==> src/hdl/capture_timer_pkg.sv <==
package capture_timer_pkg;

    // Register-file addresses of the two control registers.
    localparam logic [7:0] TIMER0_CONTROL_ADDR = 8'hD2;
    localparam logic [7:0] TIMER1_CONTROL_ADDR = 8'hF5;
    localparam logic [7:0] CONTROL_RESET = 8'h00;

    // Field positions of the first control register.
    localparam int T0_CLK_SEL_BIT = 7;
    localparam int T0_PRESCALE_LO = 5;
    localparam int T0_EDGE_BIT = 4;
    localparam int T0_CLEAR_BIT = 3;
    localparam int T0_OVF_EN_BIT = 2;
    localparam int T0_CAP_EN_BIT = 1;
    localparam int T0_INPUT_SEL_BIT = 0;

    // Field positions of the second control register.
    localparam int T1_SOURCE_BIT = 7;
    localparam int T1_EDGE_BIT = 6;
    localparam int T1_CAP_EN_BIT = 5;
    localparam int T1_PENDING_BIT = 4;
    localparam int T1_CLEAR_BIT = 3;
    localparam int T1_OVF_EN_BIT = 2;
    localparam int T1_CLK_SEL_LO = 0;

    // Oscillator divide ratios, each as a terminal count of a free divider.
    localparam logic [8:0] DIV2_LAST = 9'h001;
    localparam logic [8:0] DIV8_LAST = 9'h007;
    localparam logic [8:0] DIV128_LAST = 9'h07F;
    localparam logic [8:0] DIV512_LAST = 9'h1FF;

    localparam logic [7:0] COUNT_ALL_ONES = 8'hFF;
    localparam logic [7:0] COUNT_ZERO = 8'h00;

endpackage : capture_timer_pkg

==> src/hdl/capture_timer_channel.sv <==
module capture_timer_channel
    import capture_timer_pkg::*;
(
    // Clock and reset
    input wire logic core_clk_i,
    input wire logic reset_i,
    // Control
    input wire logic count_tick_i,
    input wire logic clear_i,
    input wire logic capture_edge_i,
    // Status
    output logic [7:0] counter_o,
    output logic [7:0] captured_o,
    output logic overflow_o,
    output logic capture_o
);

    logic [7:0] counter_reg;
    logic [7:0] captured_reg;
    logic overflow_reg;
    logic capture_reg;
    wire wrap = count_tick_i && (counter_reg == COUNT_ALL_ONES);

    always_ff @(posedge core_clk_i or posedge reset_i) begin
        if (reset_i) begin
            counter_reg <= COUNT_ZERO;
            captured_reg <= COUNT_ZERO;
            overflow_reg <= 1'b0;
            capture_reg <= 1'b0;
        end else begin
            if (clear_i) begin
                counter_reg <= COUNT_ZERO;
            end else if (count_tick_i) begin
                counter_reg <= counter_reg + 8'h01;
            end
            if (capture_edge_i) begin
                captured_reg <= counter_reg;
            end
            overflow_reg <= wrap && !clear_i;
            capture_reg <= capture_edge_i;
        end
    end

    assign counter_o = counter_reg;
    assign captured_o = captured_reg;
    assign overflow_o = overflow_reg;
    assign capture_o = capture_reg;

endmodule // capture_timer_channel

==> src/hdl/dual_capture_timer_control.sv <==
// Contract
// - Timer 0 clock is osc/128 or osc/8, then prescaled by 1 to 4.
// - Writing one to timer 0 clear bit zeroes its counter; zero does nothing.
// - No timer 0 overflow interrupt while the count stands at all ones.
// - Timer 0 overflow interrupt when the count moves from all ones to zero.
// - At count zero, overflow is signalled before any capture interrupt.
// - Timer 0 overflow still works with its capture interrupt disabled.
// - Timer 1 trigger: interval signal when source bit zero, vertical sync when one.
// - Timer 1 vertical sync edge: zero rising, one falling.
// - Timer 1 capture interrupt passes only while its enable is one.
// - Timer 1 pending bit reads one while a capture is pending.
// - Writing zero clears timer 1 pending bit; writing one leaves it.
// - Writing one to timer 1 clear bit resets its counter; zero does nothing.
// - Timer 1 overflow interrupt passes only while its enable is one.
// - Timer 1 clock: 00 sync, 01 osc/2, 10 osc/128, 11 osc/512.
// - Reset loads zero into both control registers.
module dual_capture_timer_control
    import capture_timer_pkg::*;
(
    // Clock and reset
    input wire logic core_clk_i,
    input wire logic reset_i,
    // CPU register file access
    input wire logic [7:0] reg_addr_i,
    input wire logic reg_write_i,
    input wire logic [7:0] reg_wdata_i,
    output logic [7:0] reg_rdata_o,
    // External and on-chip event sources
    input wire logic capture_pin_i,
    input wire logic vsync_out_i,
    input wire logic hsync_count_i,
    input wire logic interval_tick_i,
    // Counter and capture values
    output logic [7:0] timer0_counter_o,
    output logic [7:0] timer0_captured_o,
    output logic [7:0] timer1_counter_o,
    output logic [7:0] timer1_captured_o,
    // Interrupt requests
    output logic timer0_capture_irq_o,
    output logic timer0_overflow_irq_o,
    output logic timer1_capture_irq_o,
    output logic timer1_overflow_irq_o
);

    ////////////////////////////////////////////////////////////////////////////

    logic [7:0] capture_timer0_control_reg;
    logic [7:0] capture_timer1_control_reg;
    logic timer1_capture_pending_reg;
    logic [8:0] osc_div_reg;
    logic [1:0] prescale_reg;
    logic pin_prev_reg;
    logic vsync_prev_reg;
    logic hsync_prev_reg;
    logic t0_cap_defer_reg;

    wire write0 = reg_write_i && (reg_addr_i == TIMER0_CONTROL_ADDR);
    wire write1 = reg_write_i && (reg_addr_i == TIMER1_CONTROL_ADDR);

    function automatic logic div_hit(input logic [8:0] cnt, input logic [8:0] last);
        div_hit = ((cnt & last) == last);
    endfunction

    function automatic logic edge_seen(input logic prev, input logic cur, input logic fall);
        edge_seen = fall ? (prev && !cur) : (!prev && cur);
    endfunction

    ////////////////////////////////////////////////////////////////////////////
    // Timer 0 clocking and capture selection.

    wire t0_base_tick = capture_timer0_control_reg[T0_CLK_SEL_BIT]
        ? div_hit(osc_div_reg, DIV8_LAST) : div_hit(osc_div_reg, DIV128_LAST);
    wire [1:0] t0_prescale = capture_timer0_control_reg[T0_PRESCALE_LO +: 2];
    wire t0_tick = t0_base_tick && (prescale_reg == t0_prescale);
    wire t0_cap_src = capture_timer0_control_reg[T0_INPUT_SEL_BIT] ? vsync_out_i
        : capture_pin_i;
    wire t0_cap_prev = capture_timer0_control_reg[T0_INPUT_SEL_BIT] ? vsync_prev_reg
        : pin_prev_reg;
    wire t0_cap_edge = edge_seen(t0_cap_prev, t0_cap_src,
        capture_timer0_control_reg[T0_EDGE_BIT]);
    wire t0_clear = write0 && reg_wdata_i[T0_CLEAR_BIT];

    ////////////////////////////////////////////////////////////////////////////
    // Timer 1 clocking and capture selection.

    wire [1:0] t1_clk_sel = capture_timer1_control_reg[T1_CLK_SEL_LO +: 2];
    wire hsync_rise = !hsync_prev_reg && hsync_count_i;
    wire t1_tick = (t1_clk_sel == 2'b00) ? hsync_rise
        : (t1_clk_sel == 2'b01) ? div_hit(osc_div_reg, DIV2_LAST)
        : (t1_clk_sel == 2'b10) ? div_hit(osc_div_reg, DIV128_LAST)
        : div_hit(osc_div_reg, DIV512_LAST);
    wire vsync_edge1 = edge_seen(vsync_prev_reg, vsync_out_i,
        capture_timer1_control_reg[T1_EDGE_BIT]);
    wire t1_cap_edge = capture_timer1_control_reg[T1_SOURCE_BIT] ? vsync_edge1
        : interval_tick_i;
    wire t1_clear = write1 && reg_wdata_i[T1_CLEAR_BIT];

    ////////////////////////////////////////////////////////////////////////////
    // Counter channels.

    logic t0_overflow;
    logic t0_capture;
    logic t1_overflow;
    logic t1_capture;

    capture_timer_channel u_timer0 (
        .core_clk_i(core_clk_i),
        .reset_i(reset_i),
        .count_tick_i(t0_tick),
        .clear_i(t0_clear),
        .capture_edge_i(t0_cap_edge),
        .counter_o(timer0_counter_o),
        .captured_o(timer0_captured_o),
        .overflow_o(t0_overflow),
        .capture_o(t0_capture)
    );

    capture_timer_channel u_timer1 (
        .core_clk_i(core_clk_i),
        .reset_i(reset_i),
        .count_tick_i(t1_tick),
        .clear_i(t1_clear),
        .capture_edge_i(t1_cap_edge),
        .counter_o(timer1_counter_o),
        .captured_o(timer1_captured_o),
        .overflow_o(t1_overflow),
        .capture_o(t1_capture)
    );

    ////////////////////////////////////////////////////////////////////////////
    // Control registers and timing state.

    // Clear bits are write-only strobes; the stored bit always reads zero.
    wire [7:0] ctrl0_next = reg_wdata_i & ~(8'h01 << T0_CLEAR_BIT);
    wire [7:0] ctrl1_next = reg_wdata_i & ~(8'h01 << T1_CLEAR_BIT) & ~(8'h01 << T1_PENDING_BIT);
    wire t1_pend_set = t1_capture;
    wire t1_pend_clr = write1 && !reg_wdata_i[T1_PENDING_BIT];
    wire [1:0] prescale_next = (prescale_reg == t0_prescale) ? 2'b00 : prescale_reg + 2'b01;

    always_ff @(posedge core_clk_i or posedge reset_i) begin
        if (reset_i) begin
            capture_timer0_control_reg <= CONTROL_RESET;
            capture_timer1_control_reg <= CONTROL_RESET;
            timer1_capture_pending_reg <= 1'b0;
            osc_div_reg <= 9'h000;
            prescale_reg <= 2'b00;
            pin_prev_reg <= 1'b0;
            vsync_prev_reg <= 1'b0;
            hsync_prev_reg <= 1'b0;
            t0_cap_defer_reg <= 1'b0;
        end else begin
            if (write0) begin
                capture_timer0_control_reg <= ctrl0_next;
            end
            if (write1) begin
                capture_timer1_control_reg <= ctrl1_next;
            end
            // A capture arriving with the clear wins.
            if (t1_pend_set) begin
                timer1_capture_pending_reg <= 1'b1;
            end else if (t1_pend_clr) begin
                timer1_capture_pending_reg <= 1'b0;
            end
            osc_div_reg <= osc_div_reg + 9'h001;
            if (t0_base_tick) begin
                prescale_reg <= prescale_next;
            end
            pin_prev_reg <= capture_pin_i;
            vsync_prev_reg <= vsync_out_i;
            hsync_prev_reg <= hsync_count_i;
            // A capture that lands with a wrap is delayed one cycle.
            t0_cap_defer_reg <= t0_capture && t0_overflow;
        end
    end

    ////////////////////////////////////////////////////////////////////////////
    // Interrupt requests and read data.

    // Overflow only on the all-ones to zero wrap, independent of capture enable.
    wire t0_ovf_req = t0_overflow;
    wire t0_cap_req = (t0_capture && !t0_overflow) || t0_cap_defer_reg;

    assign timer0_overflow_irq_o = t0_ovf_req
        && capture_timer0_control_reg[T0_OVF_EN_BIT];
    assign timer0_capture_irq_o = t0_cap_req
        && capture_timer0_control_reg[T0_CAP_EN_BIT];
    assign timer1_capture_irq_o = timer1_capture_pending_reg
        && capture_timer1_control_reg[T1_CAP_EN_BIT];
    assign timer1_overflow_irq_o = t1_overflow
        && capture_timer1_control_reg[T1_OVF_EN_BIT];

    wire [7:0] ctrl1_read = capture_timer1_control_reg
        | ({7'h00, timer1_capture_pending_reg} << T1_PENDING_BIT);

    assign reg_rdata_o = (reg_addr_i == TIMER0_CONTROL_ADDR) ? capture_timer0_control_reg
        : (reg_addr_i == TIMER1_CONTROL_ADDR) ? ctrl1_read : 8'h00;

endmodule // dual_capture_timer_control

==> config.mk <==
export PLATFORM = sky130hd
export DESIGN_NAME = dual_capture_timer_control
export DESIGN_NICKNAME = d
export VERILOG_FILES = /design/src/hdl/capture_timer_pkg.sv /design/src/hdl/capture_timer_channel.sv /design/src/hdl/dual_capture_timer_control.sv
export SDC_FILE = /design/constraint.sdc
export NUM_CORES = 1
export LEC_CHECK = 0
export ABC_AREA = 1
export BUFFER_PORTS_ARGS = -buffer_cell sky130_fd_sc_hd__buf_2
export CORE_MARGIN = 2
export CORE_UTILIZATION = 49
export DETAILED_ROUTE_END_ITERATION = 6
export PLACE_DENSITY = 0.76
export SYNTH_ARGS = -nofsm -noshare
export SYNTH_HDL_FRONTEND = slang
export SYNTH_HIERARCHICAL = 1
export SYNTH_SLANG_ARGS = --single-unit
==> constraint.sdc <==
create_clock -name core_clk_i -period 2.05 [get_ports core_clk_i]
set_clock_uncertainty 0.15 [all_clocks]
set_input_delay 0.3075 -clock core_clk_i [delete_from_list [all_inputs] [get_ports core_clk_i]]
set_output_delay 0.3075 -clock core_clk_i [all_outputs]
set_load 0.005 [all_outputs]
## Yosys cells after proc, flatten, opt, wreduce, memory -nomap -nowiden

Cells that the tools add are included.

- $mul: 0
- Equal/unequal tests: 10
- $lt $le $gt $ge: 0
- Reductions and logical operators: 35
- $add $sub $neg: 4
- Bitwise gates (word level): 1
- Muxes and demuxes: 18
- Shifts and indexed selects: 0
- Divide/modulo/power cells: 0

Operators with widths:

| operator | number |
|---|---|
| 2-to-1 mux 8 bit | 6 |
| == test 8 bit, second input constant | 4 |
| logical AND 1 bit | 21 |
| adder 8 x 1 -> 8 bit, second input constant | 2 |
| 2-to-1 mux 1 bit | 11 |
| adder 9 x 1 -> 9 bit, second input constant | 1 |
| == test 9 bit, second input constant | 1 |
| zero test 1 bit | 9 |
| bitwise OR 8 x 5 -> 8 bit | 1 |
| == test 7 bit, second input constant | 1 |
| nonzero test 2 bit | 3 |
| == test 3 bit, second input constant | 1 |
| adder 2 x 1 -> 2 bit, second input constant | 1 |
| == test 2 x 1 -> 1 bit, second input constant | 1 |
| == test 2 bit | 1 |
| == test 2 bit, second input constant | 1 |
| zero test 2 bit | 1 |
| 2-to-1 mux 2 bit | 1 |
| logical OR 1 bit | 1 |

- Input port bits: 23
- Memories kept: 0
- Memory bits (writable): 0
- Output and inout port bits: 44
- Bits in latches: 0
- ROM bits: 0
- Flip-flop bits (word level): 65

## Depth between registers and ports, before layout

Gate-level depths: netlist (run 1).

- Depth in word-level cells: 6
- Gate-level depth with buffers: 12
- Mapped depth without buffers: 12

## Modules after synthesis

Netlist (run 1), hierarchy kept.

By module, submodules not included:

| module | sequential area each (µm²) | cells each | area an instance (µm²) | instances |
|---|---|---|---|---|
| dual_capture_timer_control | 725.7 | 200 | 1621.6 | 1 |
| capture_timer_channel | 450.4 | 80 | 770.7 | 2 |

## Worst setup path before layout (run 1)

OpenSTA, ideal clock, no wires.

- Path kind: reg2reg
- Start point: register osc_div_reg[0]
- End point: register u_timer1.counter_reg[5] (netlist: u_timer1/counter_o[5])
- Arrival time: 1990 ps
- Library setup time: 115 ps
- Cell stages (with the launch flop): 12
- Slack: -204 ps
- Path through: dfrtp_1 > ha_1 > nand3_1 > nor4_1 > ha_1 > o21ai_0 > o21ai_0 > nor2_2 > nor2_2 > nand3b_1 > nand2_1 > nor2_1

- Cells in the longest elaborated chain, start to end: 5

Ends and longest elaborated chain:

| what | RTL line | RTL |
|---|---|---|
| from (decl) | dual_capture_timer_control.sv:50 | `logic [8:0] osc_div_reg;` |
| from (signal assigned) | dual_capture_timer_control.sv:164 | `osc_div_reg <= osc_div_reg + 9'h001;` |
| == test 9 bit or == test 7 bit (tied branches) | dual_capture_timer_control.sv:61 | `div_hit = ((cnt & last) == last);` |
| 2-to-1 mux 1 bit | dual_capture_timer_control.sv:90 | `: (t1_clk_sel == 2'b10) ? div_hit(osc_div_reg, DIV128_LAST)` |
| 2-to-1 mux 1 bit (*) | dual_capture_timer_control.sv:89 | `: (t1_clk_sel == 2'b01) ? div_hit(osc_div_reg, DIV2_LAST)` |
| 2-to-1 mux 1 bit (*) | dual_capture_timer_control.sv:88 | `wire t1_tick = (t1_clk_sel == 2'b00) ? hsync_rise` |
| via t1_tick | dual_capture_timer_control.sv:88 |  |
| nonzero test 2 bit (no line) (*) | n/a |  |
| to (signal assigned) | capture_timer_channel.sv:34 | `counter_reg <= counter_reg + 8'h01;` |
| to (decl) | capture_timer_channel.sv:18 | `logic [7:0] counter_reg;` |

Mark *: on every way through the listed nets, which the timed path passes. The rest lies on a longest branch.
A chain may end at the register's enable or synchronous reset.

## Worst setup path after layout (run 1)

Ends and elaborated chain as after synthesis.

==> results.ini, run 1 <==
[sta]
rsz0062_at_grt=true
holdWs_ns=0.08787
timing.fmax_ghz=0.4927
setup-violations-final=0
setup_slack_ns=0.02026
hold_viol_final=0
min_period_ns=2.030
slew_viol_final=0
maxSlewHeadroom_pct=54.75
fin_crit_sh_pct=99.01
worstMarginPinSlew_ns=0.6779

[yosys]
synth_top_area_share_pct=51.42
synth.net_count=388
yosysTopAreaCell=dfrtp_1
synth_most_common_cell=nand2_1
synth.ff_latch_count=65
netlist_top_cells_area=dfrtp_1, nand2_1, inv_1, nor2_1, o21ai_2
yosysUniqueCellTypes=33
synth_area_per_cell_um2=8.786
synth_common_cells=nand2_1, dfrtp_1, inv_1, nor2_1, a21oi_1
syn_inst=360
synthFlopType=dfrtp_1
yosysWarnings=6
syn-cell-area_um2=3163
synthArstFlopShare_pct=100.0
yosysSeqAreaShare_pct=51.42
synth-edff-count=0

[routing]
via_per_inst=5.093
drc=0
drtIter0Drc=219
vias=2694
wl_um=7158
first_pass_iters=4
wl_per_cell_um=13.53
drtAntennaViolNets=0

[cts]
cts_num_sinks=65
htreeDepth=3
cts_buffers=9
root_buffer=clkbuf_8
clock_path_buffers=2
clk_pin_slew_ns=0.06
cts_tree=built
clk_latency_ns=0.34

[grt]
grt_use_total_pct=20.88
antenna_found_initial=0
grt_max_degree=30
grt_pass1_vias=2678
grt_overflow=0
grt_pass1_wl_um=11870

[setup_path]
worstReg2RegEnd=u_timer1/counter_o[5]$_DFFE_PP0P_
rrSetupSlack_ns=0.02
crit_path_start=osc_div_reg[0]$_DFF_PP0_
timing.rr.start=osc_div_reg[0]$_DFF_PP0_
endpoint_kind=flip-flop
path_max_fanout=5
reg2reg_depth=11
cp-endpoint=u_timer1/counter_o[5]$_DFFE_PP0P_
cp.arrival_ns=2.12
worstSetupPathType=reg -> reg
required_ns=2.14
cp-start-kind=flip-flop

[final_layout]
seq_area_um2=1627
nFillCells=529
area_growth_pct=26.54
fin_nets=478
largest_register_ffs=9
drive_gt1_share_pct=34.73
antenna_cells=0
multi_input_area_um2=1433

[floorplanning]
start_util_pct=50.10
die_w_um=84.35
dieArea_um2=7114
ioPinCount=67
chipHeight_um=84.35
coreArea_um2=6314
rows=29

[run]
cap_viol_max_count=0

[power]
power_leakage_nw=2.073
power.density_nw_per_um2=804.7
peakVddDrop_mv=0.7134

[hold_path]
hold_path_class=in -> reg

[placed_design]
io_buffers=65
post-place-ws_ns=-0.1049
gp_congestion=0.8598
dpl.hpwl_um=5032

[outcome]
status=finished, final reports clean

## cell type report
type	instances	area share, %
flip-flops and latches	65	40.64
multi-input cells	240	35.79
repair buffers	85	12.35
inverters	49	4.595
clock buffers	13	4.220
well taps	77	2.407
## per-layer routing
layer  track usage (%)  share of wire, %  routed length [um]  vias up
met2             33.84                48                3449       70
met1             27.03                45                3202     1284
met4             9.524               2.1                 152        0
li1                  -                 -                   -     1325
met5                 0                 0                   0        -
met3             4.523               4.9                 353       15
## placed cells by master (no fill, tap or decap), drive strengths merged, types with 10 or more instances in the layout
cell    count
a21oi      18
buf        81
clkbuf     13
dfrtp      65
inv        49
mux2       10
nand2      89
nand3      19
nor2       45
o21ai      30
## what timing repair did
item | 4_1_cts | 5_1_grt
pin swaps | 1 | 7
endpoints found under the hold margin | 68 | 0
setup buffers | 0 | 6
resized for setup | 4 | 30
setup endpoints to repair | 8 | 19
hold buffers | 4 | 0
cloned | 0 | 1
## metrics by stage
step / power (mW) / TNS (ns) / utilization [%] / instance area (um^2) / instances
after floorplan: 1.952 / 0 / - / 3167 / 360
after global placement: 2.210 / 0 / 57.19 / 3611 / 505
after detailed placement: 2.230 / -0.3402 / 57.19 / 3611 / 505
after CTS: 3.214 / -0.0003189 / 60.76 / 3836 / 522
after global routing: 3.393 / -0.4856 / 63.40 / 4003 / 529
final: 3.221 / 0 / 63.40 / 4003 / 529
## where the power goes
part	internal, mW	switching (mW)	total (mW)
Combinational	0.294	0.330	0.624
Clock	0.519	0.449	0.967
Sequential	1.45	0.177	1.63
Total	2.27	0.955	3.22
## cell families after synthesis
kind of cell    count (synthesis)  synth area share [%]
xor+xnor                        5                 1.385
mux                            10                 3.560
flops                          65                 51.42
other cells                     1                0.1186
simple gates                  167                 24.21
compound gates                 52                 10.09
buf+inv                        55                 7.239
fa+ha+maj                       5                 1.978
## critical path, stage by stage, from the launching register on
cell and delay, ns:
dfrtp_1 0.39, ha_4 0.18, nand3_4 0.09, nor4_4 0.15, ha_2 0.22, o21ai_2 0.07, o21ai_4 0.23, nor2_4 0.08
nor2_4 0.16, nand3b_1 0.09, nand2_1 0.06, nor2_1 0.04
## worst min-delay path by stage
stage                   start                                        end  depth (start not counted)  slack, ns
2_1_floorplan         reset_i               u_timer0/capture_o$_DFF_PP0_                          1        0.1
3_3_place_gp          reset_i                prescale_reg[0]$_DFFE_PP0P_                          3       0.26
3_5_place_dp          reset_i                prescale_reg[0]$_DFFE_PP0P_                          3       0.27
4_1_cts        reg_wdata_i[4]  capture_timer0_control_reg[4]$_DFFE_PP0P_                          3       0.08
5_1_grt        reg_wdata_i[4]  capture_timer0_control_reg[4]$_DFFE_PP0P_                          3       0.08
6_report       reg_wdata_i[4]  capture_timer0_control_reg[4]$_DFFE_PP0P_                          3       0.09
(Power assumes the default switching activity.)
==> inputs of run 2 (changes only) <==
Clock period 2.05 ns to 1.7 ns, I/O delays scaled along.
==> results.ini, run 2 (synthesized netlist as in run 1, its figures left out) <==
[setup_path]
cp-start-kind=flip-flop
cp_cell_sequence=ha_2, buf_4, buf_6, nand2_2, nor2_4, nand3b_4, a21boi_4, buf_6, buf_4, a21oi_1, nor3_1
reg2reg_depth=11
timing.rr.start=osc_div_reg[1]$_DFF_PP0_
endpoint_kind=flip-flop
crit_slowest_cell=dfrtp_1
path_max_fanout=3
cp_slowest_stage_delay_ns=0.38
worstReg2RegEnd=u_timer0/counter_o[2]$_DFFE_PP0P_
rrSetupSlack_ns=-0.37
required_ns=1.80
cp.arrival_ns=2.17
worstSetupPathType=reg -> reg

[routing]
wl_per_cell_um=13.62
via_per_inst=5.057
wl_um=7616
first_pass_iters=4
drtAntennaViolNets=0
vias=2827
drtIter0Drc=154
drc=0

[final_layout]
layout_commonest_cell=nand2_1
fin_nets=505
area_growth_pct=35.52
drive_gt1_share_pct=41.49
finalNonFillerCells=559
antenna_cells=0
final_area_um2=4287
nFillCells=495
layout_common_cells=nand2_1, buf_2, dfrtp_1
largest_register_ffs=9

[placed_design]
dpl.hpwl_um=5148
post-place-ws_ns=-0.3182
gp_congestion=0.8207
io_buffers=65
place_inst=526
dpl-instance-area_um2=3799

[sta]
slew_viol_final=0
setup_slack_ns=-0.3673
rsz0062_at_grt=true
setup-tns-final_ns=-5.580
setup-violations-final=20
min_period_ns=2.067
hold_viol_final=0
timing.fmax_ghz=0.4837
fin_crit_sh_pct=121.6

[hold_path]
min_to=capture_timer0_control_reg[4]$_DFFE_PP0P_
hp-start=reg_wdata_i[4]
hold_path_class=in -> reg
min_path_cells=3

[power]
power.density_nw_per_um2=915.1
finalPower_mw=3.923
peakVddDrop_mv=0.7479
power_leakage_nw=2.218

[cts]
htreeDepth=3
root_buffer=clkbuf_8
cts_num_sinks=65
clk_pin_slew_ns=0.07
cts_buffers=9
clock_path_buffers=2
clk_latency_ns=0.35
cts_tree=built

[floorplanning]
rows=29
die_w_um=84.35
start_util_pct=50.10
chipHeight_um=84.35
ioPinCount=67
coreArea_um2=6314
dieArea_um2=7114

[grt]
grt_pass1_wl_um=11990
antenna_found_initial=0
grt_pass1_vias=2633
grt_overflow=0
grt_max_degree=30
grt_use_total_pct=21.20

[outcome]
status=finished with violations
violations=setup timing

[run]
cap_viol_max_count=0

## run 2: repair_timing
action / CTS / global route
setup endpoints to repair: 23 / 35
resized for setup: 18 / 34
hold buffers: 4 / 0
pin swaps: 7 / 12
buffers inserted: 4 / 9
endpoints found under the hold margin: 68 / 0
## run 2: layer usage
metal  global-route usage, %  vias up  part of all wire, %  wire length (um)
met4                   7.792        0                 0.97                74
met5                       0        -                    0                 0
met1                   29.13     1367                   44              3335
met2                   33.48       79                   50              3827
met3                   4.523        6                  5.0               379
li1                        -     1375                    -                 -
## run 2: critical path: cells and delay by family, from the launching register on
family | cells | cell delay (ns)
AOI/OAI and AO/OA | 2 | 0.29
adders and majority gates | 1 | 0.23
buffers and inverters | 4 | 0.44
DFF | 1 | 0.38
and+or+nand+nor | 4 | 0.48
## run 2: worst max-delay path by stage
stage,from,end,cells after the start
2_1_floorplan,osc_div_reg[0]$_DFF_PP0_,u_timer1/counter_o[5]$_DFFE_PP0P_,11
3_3_place_gp,osc_div_reg[0]$_DFF_PP0_,u_timer1/counter_o[5]$_DFFE_PP0P_,11
3_5_place_dp,osc_div_reg[1]$_DFF_PP0_,u_timer1/counter_o[5]$_DFFE_PP0P_,11
4_1_cts,osc_div_reg[0]$_DFF_PP0_,u_timer1/counter_o[5]$_DFFE_PP0P_,12
5_1_grt,osc_div_reg[1]$_DFF_PP0_,u_timer1/counter_o[6]$_DFFE_PP0P_,12
6_report,osc_div_reg[1]$_DFF_PP0_,u_timer0/counter_o[2]$_DFFE_PP0P_,11
## run 2: area by class of cell
cell class	count	area (um^2)	share of cell area [%]
clock inverters	6	43.79	1.022
clock buffers	10	137.6	3.211
multi-input cells	240	1490	34.76
inverters	49	183.9	4.291
flip-flops and latches	65	1628	37.97
repair buffers	112	706.9	16.49
well taps	77	96.34	2.248
## run 2: metrics by stage
stage | hold WS (ns) | util [%]
global route | 0.03885 | 67.90
floorplan | 0.04357 | -
CTS | 0.02579 | 64.96
detailed placement | 0.1531 | 60.17
global placement | 0.1493 | 60.17
finish | 0.03901 | 67.90
## run 2: report_power, final
part	internal [mW]	total, mW	switching, mW
Sequential	1.75	1.96	0.209
Combinational	0.378	0.784	0.406
Clock	0.567	1.18	0.611
